===== config.mk =====
export PLATFORM = sky130hd
export DESIGN_NAME = ssrw_top
export DESIGN_NICKNAME = d
export VERILOG_FILES = /design/src/logic/ssrw_pkg.sv /design/src/logic/ssrw_top.sv
export VERILOG_INCLUDE_DIRS = /design/src /design/src/logic
export SDC_FILE = /design/constraint.sdc
export NUM_CORES = 1
export LEC_CHECK = 0
export BUFFER_PORTS_ARGS = -buffer_cell sky130_fd_sc_hd__buf_2
export CAP_MARGIN = 20
export CORE_ASPECT_RATIO = 0.9
export CORE_MARGIN = 10
export CORE_UTILIZATION = 55
export DETAILED_ROUTE_END_ITERATION = 10
export PLACE_DENSITY = 0.74
export SYNTH_ARGS = -nofsm -noshare
export SYNTH_HDL_FRONTEND = slang
export SYNTH_SLANG_ARGS = --single-unit

===== constraint.sdc =====
create_clock -name core_clk_in -period 7.87 [get_ports core_clk_in]
set_input_delay 1.574 -clock core_clk_in [delete_from_list [all_inputs] [get_ports core_clk_in]]
set_output_delay 1.574 -clock core_clk_in [all_outputs]
set_load 0.02 [all_outputs]

===== src/logic/ssrw_defs.svh =====
`ifndef SSRW_DEFS_SVH
`define SSRW_DEFS_SVH
// Timing figures in their own units
`define SSRW_CLK_MHZ       200
`define SSRW_RESET_DLY_MS  200
`define SSRW_OV_DLY_US     25
`define SSRW_WD_INIT_MS    102400
`define SSRW_WD_NORM_MS    1600
`define SSRW_MR_REJECT_NS  100
// Derived cycle counts
`define SSRW_RESET_CYC  (`SSRW_RESET_DLY_MS * `SSRW_CLK_MHZ * 1000)
`define SSRW_OV_CYC     (`SSRW_OV_DLY_US * `SSRW_CLK_MHZ)
`define SSRW_WD_INIT_CYC (64'd`SSRW_WD_INIT_MS * 64'd`SSRW_CLK_MHZ * 64'd1000)
`define SSRW_WD_NORM_CYC (64'd`SSRW_WD_NORM_MS * 64'd`SSRW_CLK_MHZ * 64'd1000)
`define SSRW_MR_CYC     ((`SSRW_MR_REJECT_NS * `SSRW_CLK_MHZ + 999) / 1000 + 1)
`define SSRW_RAIL_CNT   6
`endif


===== src/logic/ssrw_pkg.sv =====
package ssrw_pkg;
  typedef enum logic [1:0] {
    SSRW_WD_INIT = 2'b01,
    SSRW_WD_NORM = 2'b10
  } ssrw_wd_mode_t;
endpackage


===== src/logic/ssrw_top.sv =====
`timescale 1ns/1ps
`include "ssrw_defs.svh"
module ssrw_top #(
  parameter int unsigned RAILS     = `SSRW_RAIL_CNT,
  parameter logic [31:0] RESET_CYC = 32'(`SSRW_RESET_CYC),
  parameter logic [31:0] OV_CYC    = 32'(`SSRW_OV_CYC),
  parameter logic [35:0] WD_INIT   = 36'(`SSRW_WD_INIT_CYC),
  parameter logic [35:0] WD_NORM   = 36'(`SSRW_WD_NORM_CYC),
  parameter logic [7:0]  MR_CYC    = 8'(`SSRW_MR_CYC)
) (
  input  wire logic             core_clk_in,
  input  wire logic             reset_n_in,
  input  wire logic [RAILS-1:0] rail_uv_in,
  input  wire logic [RAILS-1:0] rail_ov_in,
  input  wire logic [RAILS-1:0] rail_enable_in,
  input  wire logic             manual_reset_in_n,
  input  wire logic             margin_in_n,
  input  wire logic             watchdog_kick_in,
  output logic                  reset_out_n,
  output logic                  overvolt_flag_n,
  output logic                  watchdog_expired_n,
  output ssrw_pkg::ssrw_wd_mode_t wd_mode_out
);
  import ssrw_pkg::*;

  // ----------------------------------------
  // Reset release and input synchronisers
  // ----------------------------------------
  logic [1:0] rst_sync_q;
  logic       rst_n;
  always_ff @(posedge core_clk_in or negedge reset_n_in) begin
    if (!reset_n_in) begin
      rst_sync_q <= 2'h0;
    end else begin
      rst_sync_q <= {rst_sync_q[0], 1'b1};
    end
  end
  assign rst_n = rst_sync_q[1];

  // Pins are asynchronous; first stage read only by the second
  logic [RAILS-1:0] uv_s1_q, uv_s2_q, ov_s1_q, ov_s2_q;
  logic [2:0]       ctl_s1_q, ctl_s2_q;
  always_ff @(posedge core_clk_in or negedge rst_n) begin
    if (!rst_n) begin
      uv_s1_q  <= '1;
      uv_s2_q  <= '1;
      ov_s1_q  <= '0;
      ov_s2_q  <= '0;
      ctl_s1_q <= 3'h3;
      ctl_s2_q <= 3'h3;
    end else begin
      uv_s1_q  <= rail_uv_in & rail_enable_in;
      uv_s2_q  <= uv_s1_q;
      ov_s1_q  <= rail_ov_in & rail_enable_in;
      ov_s2_q  <= ov_s1_q;
      ctl_s1_q <= {watchdog_kick_in, margin_in_n, manual_reset_in_n};
      ctl_s2_q <= ctl_s1_q;
    end
  end

  logic any_uv, any_ov, mr_raw_n, hold, kick;
  assign any_uv   = |uv_s2_q;
  assign any_ov   = |ov_s2_q;
  assign mr_raw_n = ctl_s2_q[0];
  assign hold     = !ctl_s2_q[1];
  assign kick     = ctl_s2_q[2];

  // ----------------------------------------
  // Next-state logic
  // ----------------------------------------
  logic [7:0]    mr_cnt_q, mr_cnt_d;
  logic          mr_act_q, mr_act_d;
  logic [31:0]   rst_cnt_q, rst_cnt_d;
  logic [31:0]   ov_cnt_q, ov_cnt_d;
  logic [35:0]   wd_cnt_q, wd_cnt_d;
  logic          kick_q, kick_d;
  logic          rst_n_q, rst_n_d, ovf_n_q, ovf_n_d, wdo_n_q, wdo_n_d;
  ssrw_wd_mode_t mode_q, mode_d;
  logic          edge_seen;
  logic [35:0]   wd_lim;

  always_comb begin
    mr_cnt_d  = mr_cnt_q;
    mr_act_d  = mr_act_q;
    rst_cnt_d = rst_cnt_q;
    ov_cnt_d  = ov_cnt_q;
    wd_cnt_d  = wd_cnt_q;
    kick_d    = kick;
    rst_n_d   = rst_n_q;
    ovf_n_d   = ovf_n_q;
    wdo_n_d   = wdo_n_q;
    mode_d    = mode_q;
    edge_seen = kick != kick_q;
    case (mode_q)
      SSRW_WD_INIT: wd_lim = WD_INIT;
      SSRW_WD_NORM: wd_lim = WD_NORM;
      default:      wd_lim = WD_NORM;
    endcase
    // Short lows never reach the reset path
    if (mr_raw_n) begin
      mr_cnt_d = 8'h0;
      mr_act_d = 1'b0;
    end else if (mr_cnt_q >= MR_CYC) begin
      mr_act_d = 1'b1;
    end else begin
      mr_cnt_d = mr_cnt_q + 8'h1;
    end
    if (hold) begin
      // Outputs frozen; reset, OV and watchdog timers stand still so nothing jumps on release; MR filter cleared
      mr_act_d = 1'b0;
      mr_cnt_d = 8'h0;
    end else begin
      if (any_uv || mr_act_q) begin
        rst_n_d   = 1'b0;
        rst_cnt_d = 32'h0;
      end else if (!rst_n_q) begin
        if (rst_cnt_q >= RESET_CYC - 32'h1) begin
          rst_n_d = 1'b1;
        end else begin
          rst_cnt_d = rst_cnt_q + 32'h1;
        end
      end
      if (any_ov) begin
        ovf_n_d  = 1'b0;
        ov_cnt_d = 32'h0;
      end else if (!ovf_n_q) begin
        if (ov_cnt_q >= OV_CYC - 32'h1) begin
          ovf_n_d = 1'b1;
        end else begin
          ov_cnt_d = ov_cnt_q + 32'h1;
        end
      end
      if (edge_seen) begin
        wdo_n_d  = 1'b1;
        wd_cnt_d = 36'h0;
        mode_d   = SSRW_WD_NORM;
      end else if (wdo_n_q) begin
        if (wd_cnt_q >= wd_lim - 36'h1) begin
          wdo_n_d  = 1'b0;
          wd_cnt_d = 36'h0;
        end else begin
          wd_cnt_d = wd_cnt_q + 36'h1;
        end
      end
    end
  end

  // ----------------------------------------
  // State registers
  // ----------------------------------------
  always_ff @(posedge core_clk_in or negedge rst_n) begin
    if (!rst_n) begin
      mr_cnt_q  <= 8'h0;
      mr_act_q  <= 1'b0;
      rst_cnt_q <= 32'h0;
      ov_cnt_q  <= 32'h0;
      wd_cnt_q  <= 36'h0;
      kick_q    <= 1'b0;
      rst_n_q   <= 1'b0;
      ovf_n_q   <= 1'b0;
      wdo_n_q   <= 1'b1;
      mode_q    <= SSRW_WD_INIT;
    end else begin
      mr_cnt_q  <= mr_cnt_d;
      mr_act_q  <= mr_act_d;
      rst_cnt_q <= rst_cnt_d;
      ov_cnt_q  <= ov_cnt_d;
      wd_cnt_q  <= wd_cnt_d;
      kick_q    <= kick_d;
      rst_n_q   <= rst_n_d;
      ovf_n_q   <= ovf_n_d;
      wdo_n_q   <= wdo_n_d;
      mode_q    <= mode_d;
    end
  end

  assign reset_out_n        = rst_n_q;
  assign overvolt_flag_n    = ovf_n_q;
  assign watchdog_expired_n = wdo_n_q;
  assign wd_mode_out        = mode_q;

  // ----------------------------------------
  // Checks
  // ----------------------------------------
  chk_uv_asserts: assert property (@(posedge core_clk_in) disable iff (!rst_n)
    (!hold && any_uv) |=> !reset_out_n) else $error("uv no reset");
  chk_reset_hold: assert property (@(posedge core_clk_in) disable iff (!rst_n)
    $rose(reset_out_n) |-> rst_cnt_q == RESET_CYC - 32'h1)
    else $error("reset released early");
  chk_ov_asserts: assert property (@(posedge core_clk_in) disable iff (!rst_n)
    (!hold && any_ov) |=> !overvolt_flag_n) else $error("ov missed");
  chk_ov_stretch: assert property (@(posedge core_clk_in) disable iff (!rst_n)
    $rose(overvolt_flag_n) |-> ov_cnt_q == OV_CYC - 32'h1 && !$past(any_ov))
    else $error("ov released early");
  chk_wd_expire: assert property (@(posedge core_clk_in) disable iff (!rst_n)
    $fell(watchdog_expired_n) |-> $past(wd_cnt_q) == $past(wd_lim) - 36'h1)
    else $error("watchdog period wrong");
  chk_kick_clears: assert property (@(posedge core_clk_in) disable iff (!rst_n)
    (!hold && edge_seen) |=> watchdog_expired_n && mode_q == SSRW_WD_NORM)
    else $error("kick ignored");
  chk_mr_glitch: assert property (@(posedge core_clk_in) disable iff (!rst_n)
    $rose(mr_act_q) |-> $past(mr_cnt_q) >= MR_CYC)
    else $error("glitch accepted");
  chk_margin_frz: assert property (@(posedge core_clk_in) disable iff (!rst_n)
    hold |=> $stable(reset_out_n) && $stable(overvolt_flag_n)
    && $stable(watchdog_expired_n)) else $error("output moved");
  chk_margin_mr: assert property (@(posedge core_clk_in) disable iff (!rst_n)
    hold |=> !mr_act_q) else $error("mr during margin");
endmodule


Yosys cells after proc, flatten, opt, wreduce, memory -nomap -nowiden
Cells that the tools add are included.
- register bits: 147
- input bits: 23
- output and inout bits: 5
- logic and storage cells: 69
- add/subtract/negate cells: 5
- $lt $le $gt $ge: 4
- equal/unequal tests: 8
- multiplexer cells: 25
- bitwise operators: 2
- reductions and logical operators: 8
- operator list (operator ; number):
    two-way mux 32 bit ; 6
    two-way mux 36 bit ; 3
    adder 32 x 1 -> 32 bit (second input constant) ; 2
    adder 36 x 1 -> 36 bit (second input constant) ; 1
    greater-or-equal comparator 36 bit ; 1
    subtractor 35 x 1 -> 36 bit (second input constant) ; 1
    two-way mux 35 bit ; 1
    greater-or-equal comparator 32 x 13 -> 1 bit (second input constant) ; 1
    greater-or-equal comparator 32 x 26 -> 1 bit (second input constant) ; 1
    two-way mux 8 bit ; 3
    bitwise AND 6 bit ; 2
    two-way mux 1 bit ; 12
    OR reduction 6 bit ; 2
    adder 8 x 1 -> 8 bit (second input constant) ; 1
    greater-or-equal comparator 8 x 5 -> 1 bit (second input constant) ; 1
    != test 2 bit (second input constant) ; 3
    AND reduction 3 bit ; 2
    AND reduction 2 bit ; 2
    != test 3 x 2 -> 1 bit (second input constant) ; 1
    != test 3 bit (second input constant) ; 1
    equality test 2 x 1 -> 1 bit (second input constant) ; 1
    != test 2 x 1 -> 1 bit (second input constant) ; 1
    nonzero test 2 bit ; 1
    logical OR 1 bit ; 1
    != test 1 bit ; 1

Longest topological paths before layout
Gate-level depths: netlist of the first run.
- word-level depth: 7
- mapped depth: 12
- depth with buffers taken out: 9

Least setup slack after synthesis of the first run
Ideal clock, no wire load.
- path kind: flip-flop to flip-flop
- from: register mode_q[0], in the netlist wd_mode_out[0]
- to: register wd_cnt_q[26]
- library setup time: 0.082 ns
- arrival: 2.873 ns
- data required time: 7.788 ns
- setup slack: 4.915 ns
- cell stages (with the launch flop): 13
- buffers on the path: 3
- period minus slack after synthesis: 2.955 ns
- cell sequence: dfstp_2 > nand2b_1 > ha_1 > a21oi_1 > o21ai_0 > a31oi_1 > or3b_1 > clkbuf_1 > nor2_2 > buf_6 > buf_2 > a21oi_1 > a31oi_1
- longest elaborated chain between the ends: 7
- RTL lines (item ; line ; text):
    from (decl) ; ssrw_top.sv:78 ; ssrw_wd_mode_t mode_q, mode_d;
    from (signal assigned) ; ssrw_top.sv:173 ; mode_q <= mode_d;
    equality test 2 x 1 -> 1 bit ; ssrw_top.sv:94 ; case (mode_q)
    two-way mux 35 bit ; ssrw_top.sv:94 ;
    subtractor 35 x 1 -> 36 bit ; ssrw_top.sv:138 ; if (wd_cnt_q >= wd_lim - 36'h1) begin
    greater-or-equal comparator 36 bit ; ssrw_top.sv:138 ;
    two-way mux 36 bit ; ssrw_top.sv:138 ;
    two-way mux 36 bit ; ssrw_top.sv:137 ; end else if (wdo_n_q) begin
    two-way mux 36 bit ; ssrw_top.sv:133 ; if (edge_seen) begin
    to (signal assigned) ; ssrw_top.sv:168 ; wd_cnt_q <= wd_cnt_d;
    to (decl) ; ssrw_top.sv:75 ; logic [35:0] wd_cnt_q, wd_cnt_d;
No other way between the ends. The select of a mux whose other input is x is not followed.
A chain may end at the register's enable or synchronous reset.

Worst setup path in the final report of the first run
- from: register mode_q[0], in the netlist wd_mode_out[0]
- to: register wd_cnt_q[14]
The elaborated chain is that of the path after synthesis.

==> impl_metrics.env, run 1 <==
export IMPL_dieWidth_um=136
export IMPL_cp_max_fo=31
export IMPL_worst_slack_ps=4390
export IMPL_drt_initial_drc_count=284
export IMPL_cp_arrival_ps=3810
export IMPL_wl_per_cell_um=15.5
export IMPL_grt_ovfl_total=0
export IMPL_final_cell_mix="dfrtp_1 (128), nor2_1 (71), nand2_1 (68)"
export IMPL_final_antenna_net_count=0
export IMPL_final_nets=715
export IMPL_switching_share_pct=22.2
export IMPL_async_reset_ff_share_pct=100
export IMPL_ir_worst_vdd_uv=163
export IMPL_pwr_share_clk_pct=46.5
export IMPL_yosysUniqueCellTypes=55
export IMPL_power_frac_seq_pct=48.7
export IMPL_clock_sinks=147
export IMPL_groute_usage_overall_pct=16.0
export IMPL_syn_cell_area_mm2=0.00671
export IMPL_tightest_slew_ps=1080
export IMPL_synth_enable_flop_cells=0
export IMPL_portBuffers=27
export IMPL_hold_class="flip-flop to async pin"
export IMPL_rsz0062_at_grt="false"
export IMPL_syn_inst=650
export IMPL_num_io_pins=28
export IMPL_final_common_cell="dfrtp_1"
export IMPL_relSlewSlack_pct=27.5
export IMPL_finClkSkew_ps=5.94
export IMPL_worstSkewPairLatency_ps=410
export IMPL_cts_resized=0
export IMPL_cts_tree="done"
export IMPL_wl_mm=13.2
export IMPL_crit_chain="nand2b_1, ha_1, a21oi_1, o21ai_0, a31oi_1, or3b_1, nor2_4, buf_16, o21ai_0, a31oi_1"
export IMPL_pre_cts_slack_ps=4140
export IMPL_post_route_period_util_pct=44.2
export IMPL_post_cts_buffers=0
export IMPL_status="complete, no violations"
export IMPL_fin_crit_ps=3480
export IMPL_area_delta_synth_final_pct=12.4
export IMPL_clockRootBuffer="clkbuf_16"
export IMPL_cts_buffers=17
export IMPL_grt_max_degree=62
export IMPL_setup_viol_count_final=0
export IMPL_dr_pass1_iters=5
export IMPL_leakagePower_nw=3.43
export IMPL_fin_util_pct=63.0
export IMPL_clock_path_buffers=2
export IMPL_path_class="flip-flop to flip-flop"
export IMPL_drv_cap=0
export IMPL_synth_seq_cells=147
export IMPL_critPathMaxStageDelay_ps=580
export IMPL_grt_pass1_wl_mm=22.4
export IMPL_synth_nets=688
export IMPL_syn_area_per_cell_um2=10.3
export IMPL_drive_gt1_share_pct=12.5
export IMPL_nFillCells=953
export IMPL_synth_flop_cell="dfrtp_1"
export IMPL_slew_viol_final=0
export IMPL_dp_final_hpwl_mm=8.65
export IMPL_power_density_mw_per_mm2=216
export IMPL_ys_seq_area_share_pct=55.1
export IMPL_fmax_ghz=0.287
export IMPL_grt_pass1_vias=4798
export IMPL_rr_startpoint="wd_mode_out[0]"
export IMPL_critical_path_startpoint_type="flip-flop"
export IMPL_setup_tns_ps=0
export IMPL_initial_core_util_pct=56.0
export IMPL_htree_levels=4
export IMPL_final_hold_violation_count=0
export IMPL_dieArea_mm2=0.0170
export IMPL_clkTransAtPathRegs_ps=60
export IMPL_combPwrFrac_pct=4.8
export IMPL_p_int_mw=1.27
export IMPL_crit_required_ps=8200
export IMPL_antenna_found_initial=0
export IMPL_ys_warn_count=0
export IMPL_ctsHoldBuffers=0
export IMPL_antenna_cells=0
export IMPL_via_per_inst=5.70
export IMPL_core_area_mm2=0.0120
export IMPL_startpoint="wd_mode_out[0]"
export IMPL_vias=4848
export IMPL_switching_power_mw=0.361
export IMPL_drc_errors=0
export IMPL_rows=38
export IMPL_cp_end_kind="flip-flop"
export IMPL_critPathSlowestCell="nor2_4"
export IMPL_globalplace_congestion=0.856
export IMPL_die_h_um=125
==> stage by stage <==
step                      area, um2  hold WS, ps  cells  power (mW)
after global routing           7550          336    850        1.69
after CTS                      7500          308    848        1.64
after floorplan                6710          331    650       0.858
after global placement         6950          296    816       0.874
final                          7550          286    850        1.63
after detailed placement       6950          303    816       0.879
==> worst max-delay path, delay by kind of cell (launching register included) <==
family / cells / cell delay [ps]
fa+ha+maj: 1 / 440
simple gates: 3 / 1420
flops: 1 / 530
buf+inv: 1 / 240
compound gates: 5 / 750
==> registers in the layout (all words and copies together), names as in the netlist, 6 cells and up <==
signal,count
wd_cnt_q,36
uv_s2_q,6
uv_s1_q,6
ov_s1_q,6
rst_cnt_q,32
ov_s2_q,6
ov_cnt_q,32
mr_cnt_q,8
==> worst paths after layout <==
check	endpoint	slack [ps]	depth (start not counted)
hold / removal	wd_cnt_q[0]	290	0
hold reg to reg	wd_cnt_q[0]	290	0
setup / recovery	wd_cnt_q[14]	4390	10
min in group core_clk_in	ov_s2_q[3]	350	0
setup reg to reg	wd_cnt_q[14]	4390	10
max in group asynchronous	ov_s1_q[4]	5880	2
==> logic make-up (layout without fill, tap and decap cells) <==
kind of cell | Yosys count | in the layout | share of synthesized area [%]
and+or+nand+nor | 309 | 309 | 23.9
DFF | 147 | 147 | 55.1
AOI/OAI and AO/OA | 107 | 107 | 10.5
xor gates and xnor gates | 37 | 37 | 4.83
buffers and inverters | 31 | 71 | 2.39
adders and majority gates | 15 | 15 | 2.80
muxes | 3 | 3 | 0.447
other | 1 | 1 | 0.0559
==> power by group through the flow <==
stage          clock network (mW)  logic, mW  registers [mW]
3_5_place_dp                    0     0.0736           0.805
5_1_grt                     0.803     0.0902           0.795
6_report                    0.757     0.0784           0.793
4_1_cts                     0.770     0.0756           0.793
3_3_place_gp                    0     0.0704           0.803
2_1_floorplan                   0     0.0495           0.808
==> synthesized netlist by cell type (10+ instances only) <==
master      n  area, um2
and3_1     14       87.6
dfrtp_1   129       3230
xor2_1     28        245
nand4_1    20        125
and2_1     43        269
nand2_1    68        255
a31oi_1    34        213
dfstp_2    18        473
clkbuf_1   15       56.3
o21ai_0    15       75.1
ha_1       15        188
nand3_1    24        120
nor2b_1    11       68.8
nor3_1     10       50.1
a21oi_1    24        120
nor4_1     12       75.1
nor2_1     71        267
==> area by class of cell <==
cell class | count | area [um2] | area share (%)
clock buffers | 21 | 440 | 5.84
clock inverters | 11 | 114 | 1.51
inverters | 7 | 26.3 | 0.348
multi-input cells | 472 | 2860 | 37.9
flip-flops and latches | 147 | 3700 | 49.1
well taps | 160 | 200 | 2.65
repair buffers | 32 | 200 | 2.65
==> per-layer routing <==
metal | wire length [um] | global-route usage (%) | part of all wire (%)
met5 | 0 | 0 | 0
met4 | 252 | 6.45 | 1.9
met3 | 429 | 3.71 | 3.2
met2 | 6560 | 26.2 | 50
met1 | 5980 | 19.9 | 45
Power figures use the tool's default switching activity.
==> run 2, diff against run 1 <==
--- a/config.mk
+++ b/config.mk
@@ -12,7 +12,7 @@
 export CORE_MARGIN = 10
 export CORE_UTILIZATION = 55
 export DETAILED_ROUTE_END_ITERATION = 10
-export PLACE_DENSITY = 0.74
+export PLACE_DENSITY = 0.77
 export SYNTH_ARGS = -nofsm -noshare
 export SYNTH_HDL_FRONTEND = slang
 export SYNTH_SLANG_ARGS = --single-unit
==> constraint.sdc (replaced) <==
create_clock -name core_clk_in -period 3.2 [get_ports core_clk_in]
set_input_delay 0.64 -clock core_clk_in [delete_from_list [all_inputs] [get_ports core_clk_in]]
set_output_delay 0.64 -clock core_clk_in [all_outputs]
set_load 0.02 [all_outputs]
==> impl_metrics.env, run 2 (same netlist as run 1, synthesis figures left out) <==
export IMPL_top_regs="wd_cnt_q (36), ov_cnt_q (32), rst_cnt_q (32)"
export IMPL_ctsHoldBuffers=1
export IMPL_cts_resized=0
export IMPL_final_hold_violation_count=0
export IMPL_setup_viol_count_final=0
export IMPL_status="complete, no violations"
export IMPL_ir_worst_vdd_uv=342
export IMPL_drc_errors=0
export IMPL_portBuffers=27
export IMPL_relSlewSlack_pct=49.9
export IMPL_crit_chain="nand2b_1, buf_4, ha_1, nand4_1, nor4_1, nand4_1, a21oi_4, nor2_4, buf_4, and3_1, a221o_1"
export IMPL_antenna_found_initial=0
export IMPL_leakagePower_nw=3.53
export IMPL_hold_class="flip-flop to async pin"
export IMPL_cts_tree="done"
export IMPL_final_antenna_net_count=0
export IMPL_cp_end_kind="flip-flop"
export IMPL_num_io_pins=28
export IMPL_final_area_mm2=0.00772
export IMPL_fmax_ghz=0.348
export IMPL_cp_arrival_ps=3170
export IMPL_groute_usage_overall_pct=16.6
export IMPL_post_cts_buffers=0
export IMPL_worstSkewPairLatency_ps=420
export IMPL_crit_buf_inv=2
export IMPL_grt_pass1_vias=4919
export IMPL_setup_tns_ps=0
export IMPL_whs_ps=294
export IMPL_wl_mm=13.5
export IMPL_core_area_mm2=0.0120
export IMPL_drv_cap=0
export IMPL_final_common_cell="dfrtp_1"
export IMPL_clock_sinks=147
export IMPL_dieWidth_um=136
export IMPL_critPathSlowestCell="dfstp_2"
export IMPL_fin_util_pct=64.5
export IMPL_die_h_um=125
export IMPL_initial_core_util_pct=56.0
export IMPL_cts_buffers=17
export IMPL_power_mw=4.37
export IMPL_clockRootBuffer="clkbuf_16"
export IMPL_tightest_slew_ps=745
export IMPL_drt_initial_drc_count=372
export IMPL_r2r_cells=11
export IMPL_grt_pass1_wl_mm=23.1
export IMPL_fin_crit_ps=2870
export IMPL_antenna_cells=0
export IMPL_largest_register="wd_cnt_q"
export IMPL_grt_ovfl_total=0
export IMPL_post_route_period_util_pct=89.7
export IMPL_drive_gt1_share_pct=14.1
export IMPL_dr_pass1_iters=4
export IMPL_r2r_end="wd_cnt_q[29]"
export IMPL_rsz0062_at_grt="false"
export IMPL_dieArea_mm2=0.0170
export IMPL_final_nets=725
export IMPL_r2r_setup_slack_ps=330
export IMPL_vias=4953
export IMPL_rr_startpoint="wd_mode_out[0]"
export IMPL_power_density_mw_per_mm2=566
export IMPL_nFillCells=890
export IMPL_rows=38
export IMPL_dpl_cell_area_mm2=0.00704
export IMPL_path_class="flip-flop to flip-flop"
export IMPL_clock_path_buffers=2
export IMPL_cp_max_fo=14
export IMPL_slew_viol_final=0
export IMPL_clkTransAtPathRegs_ps=60
export IMPL_area_delta_synth_final_pct=15.1
export IMPL_cp_top_family="simple AND/OR/NAND/NOR gates"
export IMPL_finClkSkew_ps=9.46
export IMPL_critical_path_startpoint_type="flip-flop"
export IMPL_wl_per_cell_um=15.7
export IMPL_via_per_inst=5.76
export IMPL_dp_final_hpwl_mm=8.97
export IMPL_final_cell_mix="dfrtp_1 (128), nor2_1 (71), nand2_1 (68)"
export IMPL_crit_required_ps=3500
export IMPL_critPathMaxStageDelay_ps=540
export IMPL_largest_reg_flops=36
export IMPL_htree_levels=4
export IMPL_grt_max_degree=80
export IMPL_globalplace_congestion=0.862
-- run 2: metal layers --
layer / wire, um / vias to the layer above / part of all wire [%] / global-route usage, %
li1: - / 2368 / - / -
met3: 443 / 23 / 3.3 / 4.03
met5: 0 / - / 0 / 0
met1: 6220 / 2462 / 46 / 21.1
met4: 199 / 0 / 1.5 / 6.70
met2: 6630 / 100 / 49 / 26.3
-- run 2: power by group --
group	leakage (nW)	internal (mW)	switching, mW
combinational	1.25	0.0702	0.132
clock	0.327	1.44	0.782
sequential	1.95	1.91	0.0377
-- run 2: cell type report --
cell class,instances,area [um2],area share (%)
clock buffer,19,453,5.86
clock inverter,13,218,2.82
inverter,7,26.3,0.340
multi-input combinational,472,2860,37.0
sequential,147,3700,48.0
tap,160,200,2.59
timing repair buffer,42,263,3.40
-- run 2: worst register-to-register path: stages, from the launching register on --
cell and delay (ps):
dfstp_2 540, nand2b_1 80, buf_4 190, ha_1 280, nand4_1 130, nor4_1 290
nand4_1 200, a21oi_4 320, nor2_4 100, buf_4 190, and3_1 180, a221o_1 250
-- run 2: metrics by stage --
step / worst slack [ps] / std cells
floorplan: 245 / 650
global placement: 480 / 827
detailed placement: 362 / 827
CTS: 343 / 860
global route: 141 / 860
finish: 330 / 860
-- run 2: worst max-delay path by stage --
stage	endpoint	start	slack, ps	cells after the start
floorplan	wd_cnt_q[26]	wd_mode_out[0]	250	12
CTS	wd_cnt_q[29]	wd_mode_out[0]	340	11
finish	wd_cnt_q[29]	wd_mode_out[0]	330	11
global placement	wd_cnt_q[29]	wd_mode_out[0]	480	10
global route	wd_cnt_q[14]	wd_mode_out[0]	140	10
detailed placement	wd_cnt_q[29]	wd_mode_out[0]	360	11
